## src/usmsc_consts.vh

```
// Constants for the modem, SPI and gap-register block: offsets, field positions, resets, codes.
// Assumes inclusion by bare name from each design file that needs them.
`ifndef USMSC_CONSTS_VH
`define USMSC_CONSTS_VH

// Register byte offsets.
`define USMSC_OFF_CTRL        8'h00
`define USMSC_OFF_MODE        8'h04
`define USMSC_OFF_STATUS      8'h14
`define USMSC_OFF_TXDATA      8'h1C
`define USMSC_OFF_GAP         8'h74
`define USMSC_OFF_WPMODE      8'hE4

// Command bits of the control command register.
`define USMSC_CMD_TXEN        6
`define USMSC_CMD_TXDIS       7
`define USMSC_CMD_TR_EN       16
`define USMSC_CMD_TR_DIS      17

// Mode register fields.
`define USMSC_MODE_LSB        0
`define USMSC_MODE_W          4
`define USMSC_MODE_MODEM      4'h3
`define USMSC_MODE_LONB       4'h9
`define USMSC_MODE_SPI_MST    4'hE
`define USMSC_MODE_SPI_SLV    4'hF
`define USMSC_DIV_LSB         8
`define USMSC_DIV_W           8
`define USMSC_MODE_RST        32'h0000_0000

// Status register bit positions.
`define USMSC_ST_TXRDY        1
`define USMSC_ST_TXEMPTY      9
`define USMSC_ST_RING_CHANGE_FLAG         16
`define USMSC_ST_SET_READY_CHANGE_FLAG        17
`define USMSC_ST_CARRIER_CHANGE_FLAG        18
`define USMSC_ST_CLEAR_TO_SEND_CHANGE_FLAG        19
`define USMSC_ST_RI           20
`define USMSC_ST_DSR          21
`define USMSC_ST_DCD          22
`define USMSC_ST_CTS          23
`define USMSC_ST_RXRDY        24

// Gap register and write protection.
`define USMSC_GAP_W           24
`define USMSC_GAP_RST         24'h00_0000
`define USMSC_WP_EN_BIT       0

`endif

```

## src/usmsc_sync.v

```verilog
// Two-flop synchroniser with change detection for the four modem inputs.
// Assumes asynchronous pin levels; reports a one-cycle pulse on any change.
`timescale 1ns/1ps
module usmsc_sync
(
    // Clock and reset.
    input  wire       mclk,
    input  wire       reset,
    // Raw pins and results.
    input  wire [3:0] pin_in,
    output wire [3:0] level,
    output wire [3:0] change
);
    reg [3:0] meta_q;
    reg [3:0] sync_q;
    reg [3:0] prev_q;

    // Each bit has its own pair of flops plus a history flop for comparison.
    genvar i;
    generate
        for (i = 0; i < 4; i = i + 1)
        begin : g_bit
            always @(posedge mclk)
            begin
                if (reset)
                begin
                    meta_q[i] <= 1'b1;
                    sync_q[i] <= 1'b1;
                    prev_q[i] <= 1'b1;
                end
                else
                begin
                    meta_q[i] <= pin_in[i];
                    sync_q[i] <= meta_q[i];
                    prev_q[i] <= sync_q[i];
                end
            end
            assign change[i] = sync_q[i] ^ prev_q[i];
        end
    endgenerate

    assign level = sync_q;
endmodule

```

## src/usmsc_spi_shift.v

```verilog
// Eight-bit SPI shifter for master and slave roles, mode 0 (sample on rising clock).
// Assumes slave-side pins already synchronised to mclk by the caller.
`timescale 1ns/1ps
`include "usmsc_consts.vh"
module usmsc_spi_shift
(
    // Clock and reset.
    input  wire       mclk,
    input  wire       reset,
    // Control.
    input  wire       master,
    input  wire       start,
    input  wire [7:0] tx_byte,
    input  wire [7:0] divisor,
    output reg        busy_q,
    output reg        done_q,
    output reg  [7:0] rx_byte_q,
    // Master pins.
    output reg        sck_q,
    output reg        ss_n_q,
    output wire       mosi,
    input  wire       miso,
    // Slave pins, synchronised.
    input  wire       s_sck,
    input  wire       s_ss_n,
    input  wire       s_mosi,
    output wire       s_miso
);
    reg  [7:0] sh_q;
    reg  [7:0] div_q;
    reg  [3:0] cnt_q;
    reg        s_sck_q;
    wire       rise = s_sck & ~s_sck_q;
    wire       fall = ~s_sck & s_sck_q;

    assign mosi   = sh_q[7];
    assign s_miso = sh_q[7];

    // Master toggles sck once per half bit; slave follows external edges.
    always @(posedge mclk)
    begin
        if (reset)
        begin
            busy_q    <= 1'b0;
            done_q    <= 1'b0;
            rx_byte_q <= 8'h00;
            sck_q     <= 1'b0;
            ss_n_q    <= 1'b1;
            sh_q      <= 8'h00;
            div_q     <= 8'h00;
            cnt_q     <= 4'h0;
            s_sck_q   <= 1'b0;
        end
        else
        begin
            done_q  <= 1'b0;
            s_sck_q <= s_sck;
            if (master)
            begin
                if (!busy_q && start)
                begin
                    busy_q <= 1'b1;
                    ss_n_q <= 1'b0;
                    sh_q   <= tx_byte;
                    cnt_q  <= 4'h0;
                    div_q  <= divisor;
                end
                else if (busy_q)
                begin
                    if (div_q != 8'h00)
                        div_q <= div_q - 8'h01;
                    else
                    begin
                        div_q <= divisor;
                        if (!sck_q)
                        begin
                            sck_q     <= 1'b1;
                            rx_byte_q <= {rx_byte_q[6:0], miso};
                        end
                        else
                        begin
                            sck_q <= 1'b0;
                            sh_q  <= {sh_q[6:0], 1'b0};
                            if (cnt_q == 4'h7)
                            begin
                                busy_q <= 1'b0;
                                done_q <= 1'b1;
                                ss_n_q <= 1'b1;
                            end
                            cnt_q <= cnt_q + 4'h1;
                        end
                    end
                end
            end
            else
            begin
                ss_n_q <= 1'b1;
                sck_q  <= 1'b0;
                if (s_ss_n)
                begin
                    busy_q <= 1'b0;
                    cnt_q  <= 4'h0;
                    if (start)
                        sh_q <= tx_byte;
                end
                else if (rise)
                begin
                    busy_q    <= 1'b1;
                    rx_byte_q <= {rx_byte_q[6:0], s_mosi};
                end
                else if (fall)
                begin
                    sh_q <= {sh_q[6:0], 1'b0};
                    if (cnt_q == 4'h7)
                    begin
                        done_q <= 1'b1;
                        cnt_q  <= 4'h0;
                    end
                    else
                        cnt_q <= cnt_q + 4'h1;
                end
            end
        end
    end
endmodule

```

## src/usmsc_core.v

```verilog
// Modem-handshake, SPI mode and gap register of a serial controller, Avalon-MM slave.
// Assumes an Avalon-MM master on mclk; modem and SPI pins are asynchronous.
`timescale 1ns/1ps
`include "usmsc_consts.vh"
// Operation
// - Disable command drives terminal-ready high; enable command drives it low.
// - In modem mode request-to-send is driven by hardware, not software.
// - Any level change on ring, set-ready, carrier or clear-to-send sets a flag.
// - The four change flags clear when the status register is read.
// - Clear-to-send inactive disables the transmitter.
// - A character in progress completes before the transmitter stops.
// - Mode 0xE selects SPI master; SPI slave is also supported.
// - SPI master drives one slave-select output only.
// - Slave is selected only while slave-select is asserted.
// - Master drives the serial clock, one cycle per bit, selectable rate.
// - Master shifts data out on MOSI; slave returns data on MISO.
// - The gap register acts only while mode is 0x9.
// - Gap register writes are ignored while write protection is on.
// - Gap field is bits 23:0, resets to zero, counts bit times.
module usmsc_core
(
    // Clock and reset.
    input  wire        mclk,
    input  wire        reset,
    // Avalon-MM slave.
    input  wire [7:0]  address,
    input  wire        read,
    input  wire        write,
    input  wire [31:0] writedata,
    output reg  [31:0] readdata,
    output wire        waitrequest,
    // Modem pins.
    output reg         terminal_ready_n,
    output reg         rts_n,
    input  wire        ri_n,
    input  wire        dsr_n,
    input  wire        dcd_n,
    input  wire        cts_n,
    output wire        txd,
    // SPI pins.
    output wire        spi_sck,
    output wire        slave_select_n,
    output wire        spi_mosi,
    input  wire        spi_miso,
    input  wire        spi_sck_in,
    input  wire        slave_select_n_in,
    input  wire        spi_mosi_in,
    output wire        spi_miso_out,
    output wire        spi_miso_oe_n,
    // Gap state.
    output wire        gap_active
);
    reg  [31:0] mode_q;
    reg         wp_en_q;
    reg  [23:0] gap_q;
    reg  [3:0]  chg_q;
    reg         tx_en_q;
    reg         txd_q;
    reg  [7:0]  tx_hold_q;
    reg         tx_full_q;
    reg  [9:0]  tx_sh_q;
    reg  [3:0]  tx_bits_q;
    reg  [7:0]  tx_div_q;
    reg         tx_busy_q;
    reg  [23:0] gap_cnt_q;
    reg  [7:0]  rx_q;
    reg         rx_rdy_q;
    reg         ack_q;
    reg  [2:0]  s_meta_q;
    reg  [2:0]  s_sync_q;
    reg         spi_start;
    wire [3:0]  lvl;
    wire [3:0]  chg;
    wire [3:0]  mode_f = mode_q[`USMSC_MODE_LSB +: `USMSC_MODE_W];
    wire [7:0]  div_f  = mode_q[`USMSC_DIV_LSB +: `USMSC_DIV_W];
    wire        is_spi = (mode_f == `USMSC_MODE_SPI_MST) || (mode_f == `USMSC_MODE_SPI_SLV);
    wire        is_mst = (mode_f == `USMSC_MODE_SPI_MST);
    wire        is_lonb = (mode_f == `USMSC_MODE_LONB);
    wire        cts_ok = ~lvl[3];
    wire        wr_acc = write & ack_q;
    wire        rd_acc = read & ack_q;
    wire        spi_busy;
    wire        spi_done;
    wire [7:0]  spi_rx;
    wire        ss_int;

    // Every access takes exactly one wait cycle so read data come from a flop.
    assign waitrequest = (read | write) & ~ack_q;

    always @(posedge mclk)
    begin
        if (reset)
            ack_q <= 1'b0;
        else
            ack_q <= (read | write) & ~ack_q;
    end

    // Modem inputs, ordered ring, set-ready, carrier, clear-to-send.
    usmsc_sync u_sync
    (
        .mclk   (mclk),
        .reset  (reset),
        .pin_in ({cts_n, dcd_n, dsr_n, ri_n}),
        .level  (lvl),
        .change (chg)
    );

    // Slave-side SPI pins cross into mclk through two flops before use.
    always @(posedge mclk)
    begin
        if (reset)
        begin
            s_meta_q <= 3'h1;
            s_sync_q <= 3'h1;
        end
        else
        begin
            s_meta_q <= {spi_mosi_in, spi_sck_in, slave_select_n_in};
            s_sync_q <= s_meta_q;
        end
    end

    usmsc_spi_shift u_spi
    (
        .mclk      (mclk),
        .reset     (reset),
        .master    (is_mst),
        .start     (spi_start),
        .tx_byte   (writedata[7:0]),
        .divisor   (div_f),
        .busy_q    (spi_busy),
        .done_q    (spi_done),
        .rx_byte_q (spi_rx),
        .sck_q     (spi_sck),
        .ss_n_q    (ss_int),
        .mosi      (spi_mosi),
        .miso      (spi_miso),
        .s_sck     (s_sync_q[1]),
        .s_ss_n    (s_sync_q[0]),
        .s_mosi    (s_sync_q[2]),
        .s_miso    (spi_miso_out)
    );

    // A single select line means only one slave can be addressed.
    assign slave_select_n = ss_int;
    // Release MISO whenever not selected so other slaves may drive it.
    assign spi_miso_oe_n = ~((mode_f == `USMSC_MODE_SPI_SLV) & ~s_sync_q[0]);

    always @*
    begin
        spi_start = wr_acc & (address == `USMSC_OFF_TXDATA) & is_spi & tx_en_q;
    end

    // Register writes and the modem control state.
    always @(posedge mclk)
    begin
        if (reset)
        begin
            mode_q           <= `USMSC_MODE_RST;
            wp_en_q          <= 1'b0;
            gap_q            <= `USMSC_GAP_RST;
            terminal_ready_n <= 1'b1;
            tx_en_q          <= 1'b0;
            chg_q            <= 4'h0;
        end
        else
        begin
            // Hardware set wins over the clear caused by a status read.
            if (rd_acc && address == `USMSC_OFF_STATUS)
                chg_q <= chg;
            else
                chg_q <= chg_q | chg;
            if (wr_acc)
            begin
                case (address)
                    `USMSC_OFF_CTRL:
                    begin
                        if (writedata[`USMSC_CMD_TR_DIS])
                            terminal_ready_n <= 1'b1;
                        else if (writedata[`USMSC_CMD_TR_EN])
                            terminal_ready_n <= 1'b0;
                        if (writedata[`USMSC_CMD_TXDIS])
                            tx_en_q <= 1'b0;
                        else if (writedata[`USMSC_CMD_TXEN])
                            tx_en_q <= 1'b1;
                    end
                    `USMSC_OFF_MODE:
                        mode_q <= writedata;
                    `USMSC_OFF_GAP:
                        if (!wp_en_q)
                            gap_q <= writedata[`USMSC_GAP_W-1:0];
                    `USMSC_OFF_WPMODE:
                        wp_en_q <= writedata[`USMSC_WP_EN_BIT];
                    default:
                        gap_q <= gap_q;
                endcase
            end
        end
    end

    // Asynchronous character transmitter gated by clear-to-send.
    always @(posedge mclk)
    begin
        if (reset)
        begin
            tx_hold_q <= 8'h00;
            tx_full_q <= 1'b0;
            tx_sh_q   <= 10'h3FF;
            tx_bits_q <= 4'h0;
            tx_div_q  <= 8'h00;
            tx_busy_q <= 1'b0;
            txd_q     <= 1'b1;
            gap_cnt_q <= 24'h00_0000;
        end
        else
        begin
            if (spi_start == 1'b0 && wr_acc && address == `USMSC_OFF_TXDATA && !tx_full_q)
            begin
                tx_hold_q <= writedata[7:0];
                tx_full_q <= 1'b1;
            end
            if (is_spi)
            begin
                tx_busy_q <= 1'b0;
                txd_q     <= 1'b1;
            end
            else if (!tx_busy_q)
            begin
                txd_q <= 1'b1;
                if (gap_cnt_q != 24'h00_0000)
                begin
                    // Gap counts whole bit times after a frame.
                    if (tx_div_q != 8'h00)
                        tx_div_q <= tx_div_q - 8'h01;
                    else
                    begin
                        tx_div_q  <= div_f;
                        gap_cnt_q <= gap_cnt_q - 24'h00_0001;
                    end
                end
                // A new character starts only while clear-to-send is active.
                else if (tx_full_q && tx_en_q && cts_ok)
                begin
                    tx_sh_q   <= {1'b1, tx_hold_q, 1'b0};
                    tx_full_q <= 1'b0;
                    tx_busy_q <= 1'b1;
                    tx_bits_q <= 4'h0;
                    tx_div_q  <= div_f;
                end
            end
            else
            begin
                // Clear-to-send is not checked mid-frame, so the frame always completes.
                txd_q <= tx_sh_q[0];
                if (tx_div_q != 8'h00)
                    tx_div_q <= tx_div_q - 8'h01;
                else
                begin
                    tx_div_q  <= div_f;
                    tx_sh_q   <= {1'b1, tx_sh_q[9:1]};
                    tx_bits_q <= tx_bits_q + 4'h1;
                    if (tx_bits_q == 4'h9)
                    begin
                        tx_busy_q <= 1'b0;
                        gap_cnt_q <= is_lonb ? gap_q : 24'h00_0000;
                    end
                end
            end
        end
    end

    assign txd        = txd_q;
    assign gap_active = gap_cnt_q != 24'h00_0000;

    // Hardware flow in modem mode: request-to-send asserted while enabled transmit work is pending; other modes assert it while the transmitter is enabled.
    always @(posedge mclk)
    begin
        if (reset)
            rts_n <= 1'b1;
        else if (mode_f == `USMSC_MODE_MODEM)
            rts_n <= ~(tx_en_q & (tx_full_q | tx_busy_q));
        else
            rts_n <= ~tx_en_q;
    end

    // Received SPI bytes; the ready flag clears when read, the byte is kept.
    always @(posedge mclk)
    begin
        if (reset)
        begin
            rx_q     <= 8'h00;
            rx_rdy_q <= 1'b0;
        end
        else if (spi_done)
        begin
            rx_q     <= spi_rx;
            rx_rdy_q <= 1'b1;
        end
        else if (rd_acc && address == `USMSC_OFF_TXDATA)
            rx_rdy_q <= 1'b0;
    end

    // Read data flop; unmapped addresses read as zero.
    always @(posedge mclk)
    begin
        if (reset)
            readdata <= 32'h0000_0000;
        else if (read && !ack_q)
        begin
            case (address)
                `USMSC_OFF_MODE:   readdata <= mode_q;
                `USMSC_OFF_GAP:    readdata <= {8'h00, gap_q};
                `USMSC_OFF_WPMODE: readdata <= {31'h0000_0000, wp_en_q};
                `USMSC_OFF_TXDATA: readdata <= {24'h00_0000, rx_q};
                `USMSC_OFF_STATUS:
                    readdata <= {7'h00, rx_rdy_q, lvl, chg_q | chg, 6'h00,
                                 ~(tx_busy_q | tx_full_q | spi_busy), 7'h00, ~tx_full_q, 1'b0};
                default:           readdata <= 32'h0000_0000;
            endcase
        end
    end
endmodule

```

## config.mk

```make
export PLATFORM = sky130hd
export DESIGN_NAME = usmsc_core
export DESIGN_NICKNAME = d
export VERILOG_FILES = /design/src/usmsc_sync.v /design/src/usmsc_spi_shift.v /design/src/usmsc_core.v
export VERILOG_INCLUDE_DIRS = /design/src
export SDC_FILE = /design/constraint.sdc
export NUM_CORES = 1
export LEC_CHECK = 0
export BUFFER_PORTS_ARGS = -buffer_cell sky130_fd_sc_hd__clkbuf_2
export CORE_MARGIN = 5
export CORE_UTILIZATION = 51
export CTS_CLUSTER_SIZE = 28
export DETAILED_ROUTE_END_ITERATION = 16
export PLACE_DENSITY = 0.7
export SYNTH_ARGS = -nofsm -noshare
export SYNTH_HDL_FRONTEND = slang
export SYNTH_SLANG_ARGS = --single-unit
```

## constraint.sdc

```tcl
create_clock -name mclk -period 2.7 [get_ports mclk]
set_input_delay 0.135 -clock mclk [delete_from_list [all_inputs] [get_ports mclk]]
set_output_delay 0.135 -clock mclk [all_outputs]
set_load 0.02 [all_outputs]
```

Word level (Yosys, flattened, before mapping)
Cells that the tools add are included.
W data, S select, Z words.
{"block": "totals", "ff_bits": 214, "input_bits": 52, "out_inout_bits": 42, "wordCells": 242}
{"block": "classes", "addsub": 5, "n_eq_ne": 25, "mux": 88, "bitwise": 36, "n_reduce_logical": 46}
{"op": "$mux W8", "count": 23}
{"op": "$pmux W32 S5", "count": 1}
{"op": "$mux W24", "count": 6}
{"op": "$mux W4", "count": 14}
{"op": "$mux W1", "count": 40}
{"op": "$mux W10", "count": 4}
{"op": "$reduce_bool A24 Y1", "count": 1}
{"op": "$sub A24 B1 Y24 const B", "count": 1}
{"op": "$not A1 Y1", "count": 18}
{"op": "$reduce_bool A2 Y1", "count": 9}
{"op": "$eq A4 B4 Y1 const B", "count": 4}
{"op": "$eq A8 B5 Y1 const B", "count": 2}
{"op": "$reduce_bool A8 Y1", "count": 2}
{"op": "$sub A8 B1 Y8 const B", "count": 2}
{"op": "$reduce_and A3 Y1", "count": 4}
{"op": "$reduce_and A4 Y1", "count": 3}
{"op": "$reduce_and A6 Y1", "count": 2}
{"op": "$and A1 B1 Y1", "count": 10}
{"op": "$ne A2 B1 Y1 const B", "count": 5}
{"op": "$logic_and A1 B1 Y1", "count": 9}
{"op": "$ne A3 B1 Y1 const B", "count": 3}
{"op": "$reduce_bool A3 Y1", "count": 3}
{"op": "$add A4 B1 Y4 const B", "count": 2}
{"op": "$eq A8 B3 Y1 const B", "count": 1}
{"op": "17 further kinds", "count": 31}

Longest topological paths before layout
Gate-level depths: netlist of the first run.
{"block": "depth", "word_depth": 13, "depth_mapped": 11, "mapped_depth_nobuf": 8}

Hierarchy
A second synthesis of the first run with hierarchy kept.
{"block": "unflattened", "cells_unflattened": 1125, "area_unflattened_um2": 9452.8}
{"mod": "usmsc_core", "instances": 1, "cells_per_inst": 905, "area_each_um2": 7338.3, "seq_area_each_um2": 3363.2}
{"mod": "usmsc_spi_shift", "instances": 1, "cells_per_inst": 191, "area_each_um2": 1752.9, "seq_area_each_um2": 660.6}
{"mod": "usmsc_sync", "instances": 1, "cells_per_inst": 29, "area_each_um2": 361.6, "seq_area_each_um2": 240.2}

Worst setup path before layout of the first run
No wires, ideal clock.
{"block": "synth_timing", "path_kind": "register -> register", "from": "reg tx_div_q[2]", "to": "reg gap_cnt_q[3]", "setup_time_ps": 116, "arrival_time_ps": 2123, "t_required_ps": 2584, "path_slack_ps": 461, "stages_incl_launch_ff": 10, "n_path_buf": 3, "synth_period_minus_slack_ps": 2239, "cell_sequence": "dfxtp_1 > or4_1 > buf_2 > or3_1 > buf_6 > a21oi_4 > and3_1 > buf_4 > o21ai_1 > a31o_2"}
{"block": "synth_via", "elab_chain_cells": 3}
{"item": "start: declaration", "line_no": "usmsc_core.v:63", "source": "reg [7:0] tx_div_q;"}
{"item": "start signal: assignment", "line_no": "usmsc_core.v:234", "source": "tx_div_q <= tx_div_q - 8'h01;"}
{"item": "start signal: assignment", "line_no": "usmsc_core.v:237", "source": "tx_div_q <= div_f;"}
{"item": "start signal: assignment", "line_no": "usmsc_core.v:248", "source": "tx_div_q <= div_f;"}
{"item": "$reduce_bool A8 Y1", "line_no": "usmsc_core.v:233, usmsc_core.v:255"}
{"item": "$not A1 Y1 (no source line)"}
{"item": "$reduce_and A4 Y1 (no source line)"}
{"item": "end signal: assignment", "line_no": "usmsc_core.v:238", "source": "gap_cnt_q <= gap_cnt_q - 24'h00_0001;"}
{"item": "end signal: assignment", "line_no": "usmsc_core.v:265", "source": "gap_cnt_q <= is_lonb ? gap_q : 24'h00_0000;"}
{"item": "end: declaration", "line_no": "usmsc_core.v:65", "source": "reg [23:0] gap_cnt_q;"}
Every way passes these cells.
A chain may end at the register's enable or synchronous reset.

Final worst setup path of the first run
{"block": "layout_timing", "from": "reg gap_cnt_q[2]", "to": "out gap_active"}
{"block": "layout_via", "elab_chain_cells": 1}
{"item": "$reduce_bool A24 Y1", "line_no": "usmsc_core.v:273", "source": "assign gap_active = gap_cnt_q != 24'h00_0000;"}
{"item": "end: declaration", "line_no": "usmsc_core.v:51", "source": "output wire gap_active"}
Every way passes these cells.

==> results.sh, run 1 <==
export IMPL_status="complete, no violations"
export IMPL_first_global_vias=8252
export IMPL_path_delay_family="simple AND/OR/NAND/NOR gates"
export IMPL_power_frac_comb_pct=36.6
export IMPL_syn_area_per_cell_um2=8.27
export IMPL_cts_buffers=23
export IMPL_worst_skew_pair_late_latency_ps=520
export IMPL_arrival_ps=2480
export IMPL_finalCriticalPeriod_ps=2610
export IMPL_p_leak_nw=4.23
export IMPL_crit_path_end="gap_active"
export IMPL_dpl_hpwl_um=17600
export IMPL_slew_viol_final=0
export IMPL_wire_per_inst_um=17.7
export IMPL_start_util_pct=52.0
export IMPL_r2r_slack_ps=240
export IMPL_die_y_um=146
export IMPL_peakVddDrop_uv=760
export IMPL_startpoint_type="flip-flop"
export IMPL_synth_edf_count=0
export IMPL_drive_above_1_share_pct=16.8
export IMPL_rsz0062_at_grt="no"
export IMPL_grt_overflow_total=0
export IMPL_rr_worst_depth=8
export IMPL_synth_cell_types=72
export IMPL_dpl_instance_area_um2=10100
export IMPL_cts_tree="built"
export IMPL_ys_warn_count=0
export IMPL_syn_nets=1193
export IMPL_worst_setup_path_type="flip-flop to output port"
export IMPL_grt_use_total_pct=24.5
export IMPL_setup_violations_final=0
export IMPL_first_iter_violations=841
export IMPL_core_um2=18000
export IMPL_relSlewSlack_pct=38.3
export IMPL_nets=1313
export IMPL_setup_ws_ps=89.3
export IMPL_htreeDepth=1
export IMPL_p_int_mw=6.92
export IMPL_power_density_nw_per_um2=942
export IMPL_dp_slack_ps=255
export IMPL_fp_row_count=49
export IMPL_ys_flop_type="dfxtp_1"
export IMPL_grt_max_degree=67
export IMPL_dr_total_vias=8692
export IMPL_timing_rr_start="gap_cnt_q[0]$_SDFFE_PP0P_"
export IMPL_cp_startpoint="gap_cnt_q[2]$_SDFFE_PP0P_"
export IMPL_end_kind="output port"
export IMPL_r2r_end="tx_sh_q[2]$_SDFFE_PP1P_"
export IMPL_tightest_slew_ps=924
export IMPL_p_switching_mw=3.77
export IMPL_synth_area_um2=9370
export IMPL_ioPinCount=94
export IMPL_fin_tns_setup_ps=0
export IMPL_fp_dieArea_um2=21200
export IMPL_drc=0
export IMPL_cts_root_buf="clkbuf_16"
export IMPL_via_per_inst=5.80
export IMPL_die_w_um=146
export IMPL_cts_max_path_buffers=3
export IMPL_ant_nets=0
export IMPL_crit_required_ps=2570
export IMPL_crit_path_top_delay_cell="or4_4"
export IMPL_path_clk_slew_ps=60
export IMPL_ys_ff_latch=213
export IMPL_drtPass1Iterations=6
export IMPL_area_growth_pct=21.1
export IMPL_layout_cells_non_filler=1498
export IMPL_drv_cap=0
export IMPL_clock_sinks=213
export IMPL_hold_path_class="primary input to flip-flop"
export IMPL_fin_area_um2=11300
export IMPL_switching_share_pct=35.3
export IMPL_grt_pass1_wl_um=43900
export IMPL_timing_final_crit_share_pct=96.7
export IMPL_clock_fmax_ghz=0.383
export IMPL_ys_seq_area_share_pct=45.5
export IMPL_io_buffers=93
export IMPL_fin_skew_ps=8.92
export IMPL_antenna_cells=0
export IMPL_slowest_delay_ps=610
export IMPL_finalWeightedCongestion=0.949
export IMPL_finalPower_mw=10.7
export IMPL_totalWireLength_um=26500
export IMPL_worstPathCellList="or4_4 > or4b_4 > nor2_4 > nand2_1 > clkbuf_2"
export IMPL_dp_cells=1413
export IMPL_async_flop_share_pct=0
export IMPL_crit_cells=5
export IMPL_power_frac_seq_pct=33.6
export IMPL_syn_inst=1133
export IMPL_power_frac_clock_pct=29.7
export IMPL_crit_fanout=7
export IMPL_critPathBufInv=1
export IMPL_hold_viol=0
export IMPL_antenna_found_initial=0
-- per-layer routing --
layer | routed length (µm) | GRT usage [%] | vias up
met4 | 966 | 8.91 | 0
met1 | 11700 | 35.4 | 4011
li1 | - | - | 4263
met2 | 11700 | 37.2 | 355
met3 | 2140 | 3.86 | 63
met5 | 0 | 0 | -
-- state kept, by name, summed over array words and instances, names as in the netlist, 8 cells and up --
signal           cells
gap_cnt_q           24
gap_q               24
mode_q              32
readdata            32
rx_q                 8
tx_div_q             8
tx_hold_q            8
tx_sh_q              9
u_spi.div_q          8
u_spi.rx_byte_q      8
u_spi.sh_q           8
-- worst min-delay path by stage --
stage                 startpoint                           to  slack [ps]  cells after the start
floorplan           writedata[7]         tx_en_q$_SDFFE_PP0P_         230                      1
global placement           dcd_n  u_sync.meta_q[2]$_SDFF_PP1_         320                      2
detailed placement         dcd_n  u_sync.meta_q[2]$_SDFF_PP1_         320                      2
CTS                        write             ack_q$_SDFF_PP0_          40                      3
global route               write             ack_q$_SDFF_PP0_          90                      3
finish                     write             ack_q$_SDFF_PP0_          60                      3
-- tightest hold or removal path, stage by stage --
cell      delay [ps]
clkbuf_2         160
nor2_1           170
nor3_1            60
-- synth_stat cells (4+ instances only) --
| cell type | instances | share of area (%) |
|---|---|---|
| nor2_1 | 97 | 3.9 |
| a311oi_1 | 4 | 0.37 |
| o21a_1 | 5 | 0.40 |
| clkbuf_1 | 61 | 2.4 |
| nand2b_1 | 7 | 0.47 |
| mux2i_1 | 41 | 4.4 |
| nand4_1 | 7 | 0.47 |
| nor4_1 | 13 | 0.87 |
| buf_2 | 10 | 0.53 |
| nor3_1 | 34 | 1.8 |
| a21o_1 | 5 | 0.40 |
| a22o_1 | 6 | 0.56 |
| o21ai_0 | 59 | 3.2 |
| a211oi_1 | 20 | 1.6 |
| a32o_1 | 7 | 0.75 |
| or4_1 | 5 | 0.40 |
| dfxtp_1 | 213 | 46 |
| a222oi_1 | 8 | 0.85 |
| or3_1 | 7 | 0.47 |
| or2_2 | 15 | 1.0 |
| buf_6 | 5 | 0.60 |
| a31oi_1 | 10 | 0.67 |
| nor2b_1 | 15 | 1.0 |
| and3_1 | 6 | 0.40 |
| a221oi_1 | 6 | 0.56 |
| o21ai_1 | 4 | 0.21 |
| mux2_2 | 4 | 0.48 |
| nand3b_1 | 5 | 0.40 |
| a22oi_1 | 18 | 1.4 |
| ha_1 | 8 | 1.1 |
| inv_1 | 17 | 0.68 |
| o211ai_1 | 9 | 0.72 |
| nand3_1 | 24 | 1.3 |
| xor2_1 | 7 | 0.65 |
| nand2_1 | 200 | 8.0 |
| a21oi_1 | 119 | 6.4 |
-- cell type report --
class / instances / area (µm²)
Clock buffer: 29 / 638
Clock inverter: 12 / 133
Fill cell: 1582 / 6680
Inverter: 17 / 63.8
Multi-Input combinational cell: 822 / 4720
Sequential cell: 213 / 4260
Tap cell: 229 / 287
Timing Repair Buffer: 176 / 1230
-- power by group through the flow --
stage	combinational, mW	clock (mW)	sequential (mW)
5_1_grt	4.35	3.37	3.63
3_5_place_dp	3.67	0	3.64
6_report	3.92	3.18	3.59
4_1_cts	3.79	3.24	3.58
3_3_place_gp	3.66	0	3.64
2_1_floorplan	2.82	0	3.59
-- repair_timing --
item | 4_1_cts | 5_1_grt
gates resized for setup | 3 | 2
pin swaps | 0 | 1
buffers inserted | 0 | 2
hold buffers | 42 | 0
hold endpoints to repair | 77 | 0
endpoints found under the setup margin | 1 | 25
-- metrics by stage --
step                      hold WS [ps]  utilization [%]
after floorplan                    232                -
after global placement             317             56.1
after detailed placement           319             56.1
after CTS                         42.5             62.8
after global routing              85.3             62.9
final                             61.3             62.9
-- cell usage in the layout, fill, tap and decap left out, drive strengths merged, types with 8 or more instances in the layout --
master,count
inv,18
a211oi,20
clkbuf,121
nand3,25
nor2b,15
dlygate4sd3,42
nand2,200
nor3,36
buf,42
a21oi,120
dfxtp,213
or2,15
a222oi,8
mux2i,41
o211ai,9
o21ai,63
a22oi,18
a31oi,12
ha,8
nor2,98
nor4,14
-- cells by family (layout without fill, tap and decap cells) --
group	count (synthesis)	count (layout)	synth area share, %
compound gates	301	301	20.3
xor+xnor	8	8	0.748
fa+ha+maj	8	8	1.07
buf+inv	98	234	4.54
flops	213	213	45.5
mux	45	45	4.86
simple gates	460	460	22.9
Power figures use the tool's default switching activity.
==> run 2: changes to the inputs <==
--- a/config.mk
+++ b/config.mk
@@ -8,10 +8,10 @@
 export LEC_CHECK = 0
 export BUFFER_PORTS_ARGS = -buffer_cell sky130_fd_sc_hd__clkbuf_2
 export CORE_MARGIN = 5
-export CORE_UTILIZATION = 51
+export CORE_UTILIZATION = 59
 export CTS_CLUSTER_SIZE = 28
 export DETAILED_ROUTE_END_ITERATION = 16
-export PLACE_DENSITY = 0.7
+export PLACE_DENSITY = 0.8
 export SYNTH_ARGS = -nofsm -noshare
 export SYNTH_HDL_FRONTEND = slang
 export SYNTH_SLANG_ARGS = --single-unit
==> run 2 against run 1 <==
Net effect:
- non-clock buffer count is 5 lower
- sequential power hardly changed
- total power is 0.69% lower
- die area is 13% lower
- largest power group unchanged
- highest routed layer unchanged
==> results.sh, run 2 (synthesized netlist as in run 1, its figures left out) <==
export IMPL_fill_cells=1193
export IMPL_cts_max_path_buffers=3
export IMPL_wire_per_inst_um=17.9
export IMPL_clock_sinks=213
export IMPL_totalWireLength_um=26400
export IMPL_drv_cap=0
export IMPL_finalWeightedCongestion=0.973
export IMPL_cts_tree="built"
export IMPL_fin_tns_setup_ps=0
export IMPL_io_buffers=93
export IMPL_tightest_slew_ps=867
export IMPL_start_util_pct=59.6
export IMPL_worst_skew_pair_late_latency_ps=520
export IMPL_grt_pass1_wl_um=42200
export IMPL_finalPower_mw=10.6
export IMPL_htreeDepth=1
export IMPL_fp_dieArea_um2=18500
export IMPL_fp_row_count=46
export IMPL_final_cell_mix="213 x dfxtp_1, 200 x nand2_1, 119 x a21oi_1, 96 x nor2_1, 92 x clkbuf_2"
export IMPL_worst_setup_path_type="flip-flop to flip-flop"
export IMPL_grt_max_degree=53
export IMPL_core_um2=15700
export IMPL_hold_ws_ps=21.1
export IMPL_fin_skew_ps=15.1
export IMPL_finalCriticalPeriod_ps=2650
export IMPL_first_global_vias=8228
export IMPL_peakVddDrop_uv=588
export IMPL_status="complete, no violations"
export IMPL_drc=0
export IMPL_p_leak_nw=4.18
export IMPL_via_per_inst=6.04
export IMPL_drtPass1Iterations=6
export IMPL_cts_root_buf="clkbuf_16"
export IMPL_final_common_cell="dfxtp_1"
export IMPL_slew_viol_final=0
export IMPL_timing_final_crit_share_pct=98.1
export IMPL_end_kind="flip-flop"
export IMPL_clock_fmax_ghz=0.377
export IMPL_cp_startpoint="gap_cnt_q[15]$_SDFFE_PP0P_"
export IMPL_antenna_found_initial=0
export IMPL_setup_ws_ps=50.2
export IMPL_nets=1308
export IMPL_dpl_hpwl_um=17400
export IMPL_holdCritStartpoint="spi_miso"
export IMPL_startpoint_type="flip-flop"
export IMPL_timing_rr_start="gap_cnt_q[15]$_SDFFE_PP0P_"
export IMPL_arrival_ps=3080
export IMPL_path_clk_slew_ps=60
export IMPL_die_w_um=136
export IMPL_die_y_um=136
export IMPL_cts_buffers=23
export IMPL_antenna_cells=0
export IMPL_relSlewSlack_pct=42.1
export IMPL_drive_above_1_share_pct=16.2
export IMPL_hold_viol=0
export IMPL_power_density_nw_per_um2=944
export IMPL_setup_violations_final=0
export IMPL_grt_use_total_pct=28.1
export IMPL_dp_slack_ps=294
export IMPL_ioPinCount=94
export IMPL_rsz0062_at_grt="no"
export IMPL_crit_required_ps=3130
export IMPL_top_regs="mode_q x32, readdata x32"
export IMPL_hold_path_class="primary input to flip-flop"
export IMPL_first_iter_violations=1171
export IMPL_grt_overflow_total=0
export IMPL_ant_nets=0
export IMPL_crit_fanout=21
export IMPL_dr_total_vias=8922
export IMPL_area_growth_pct=20.0
run 2: worst max-delay path, stage by stage (launching register included):
cell	delay (ps)
dfxtp_1	360
or4_1	630
nor3_2	370
nand2_1	250
nand3_2	190
buf_4	280
o21ai_0	200
a21oi_1	270
run 2: routing by layer:
metal | part of all wire, % | track usage, %
met5 | 0 | 0
met3 | 9.2 | 4.59
met1 | 41 | 38.6
met4 | 4.7 | 12.3
met2 | 45 | 43.8
run 2: what timing repair did:
item                                    4_1_cts  5_1_grt
gates resized for setup                       3        2
endpoints found under the hold margin        74        0
endpoints found under the setup margin        1        2
setup buffers                                 0        2
hold buffers                                 40        0
pin swaps                                     0        1
run 2: path summary, 6_finish.rpt:
check / slack, ps / depth (start not counted) / to
setup / recovery: 50 / 7 / gap_cnt_q[20]$_SDFFE_PP0P_
hold reg to reg: 410 / 1 / u_sync.level[2]$_SDFF_PP1_
hold / removal: 20 / 4 / u_spi.rx_byte_q[0]$_SDFFE_PP0P_
setup reg to reg: 50 / 7 / gap_cnt_q[20]$_SDFFE_PP0P_
run 2: final cells by class:
class                   instances  area, µm²  share of cell area, %
repair buffers                171       1180                   10.5
inverters                      17       63.8                  0.568
well taps                     216        270                   2.40
multi-input cells             822       4720                   42.0
flip-flops and latches        213       4260                   37.9
clock buffers                  34        677                   6.02
clock inverters                 4       60.1                  0.534
run 2: per-stage QoR:
stage | area (µm²) | instances | util, %
2_1_floorplan | 9370 | 1133 | -
3_3_place_gp | 10100 | 1397 | 64.1
3_5_place_dp | 10100 | 1397 | 64.1
4_1_cts | 11200 | 1475 | 71.4
5_1_grt | 11200 | 1477 | 71.5
6_report | 11200 | 1477 | 71.5
run 2: report_power, final:
| part | internal, mW | switching, mW |
|---|---|---|
| Clock | 1.83 | 1.25 |
| Combinational | 1.65 | 2.30 |
| Sequential | 3.37 | 0.219 |
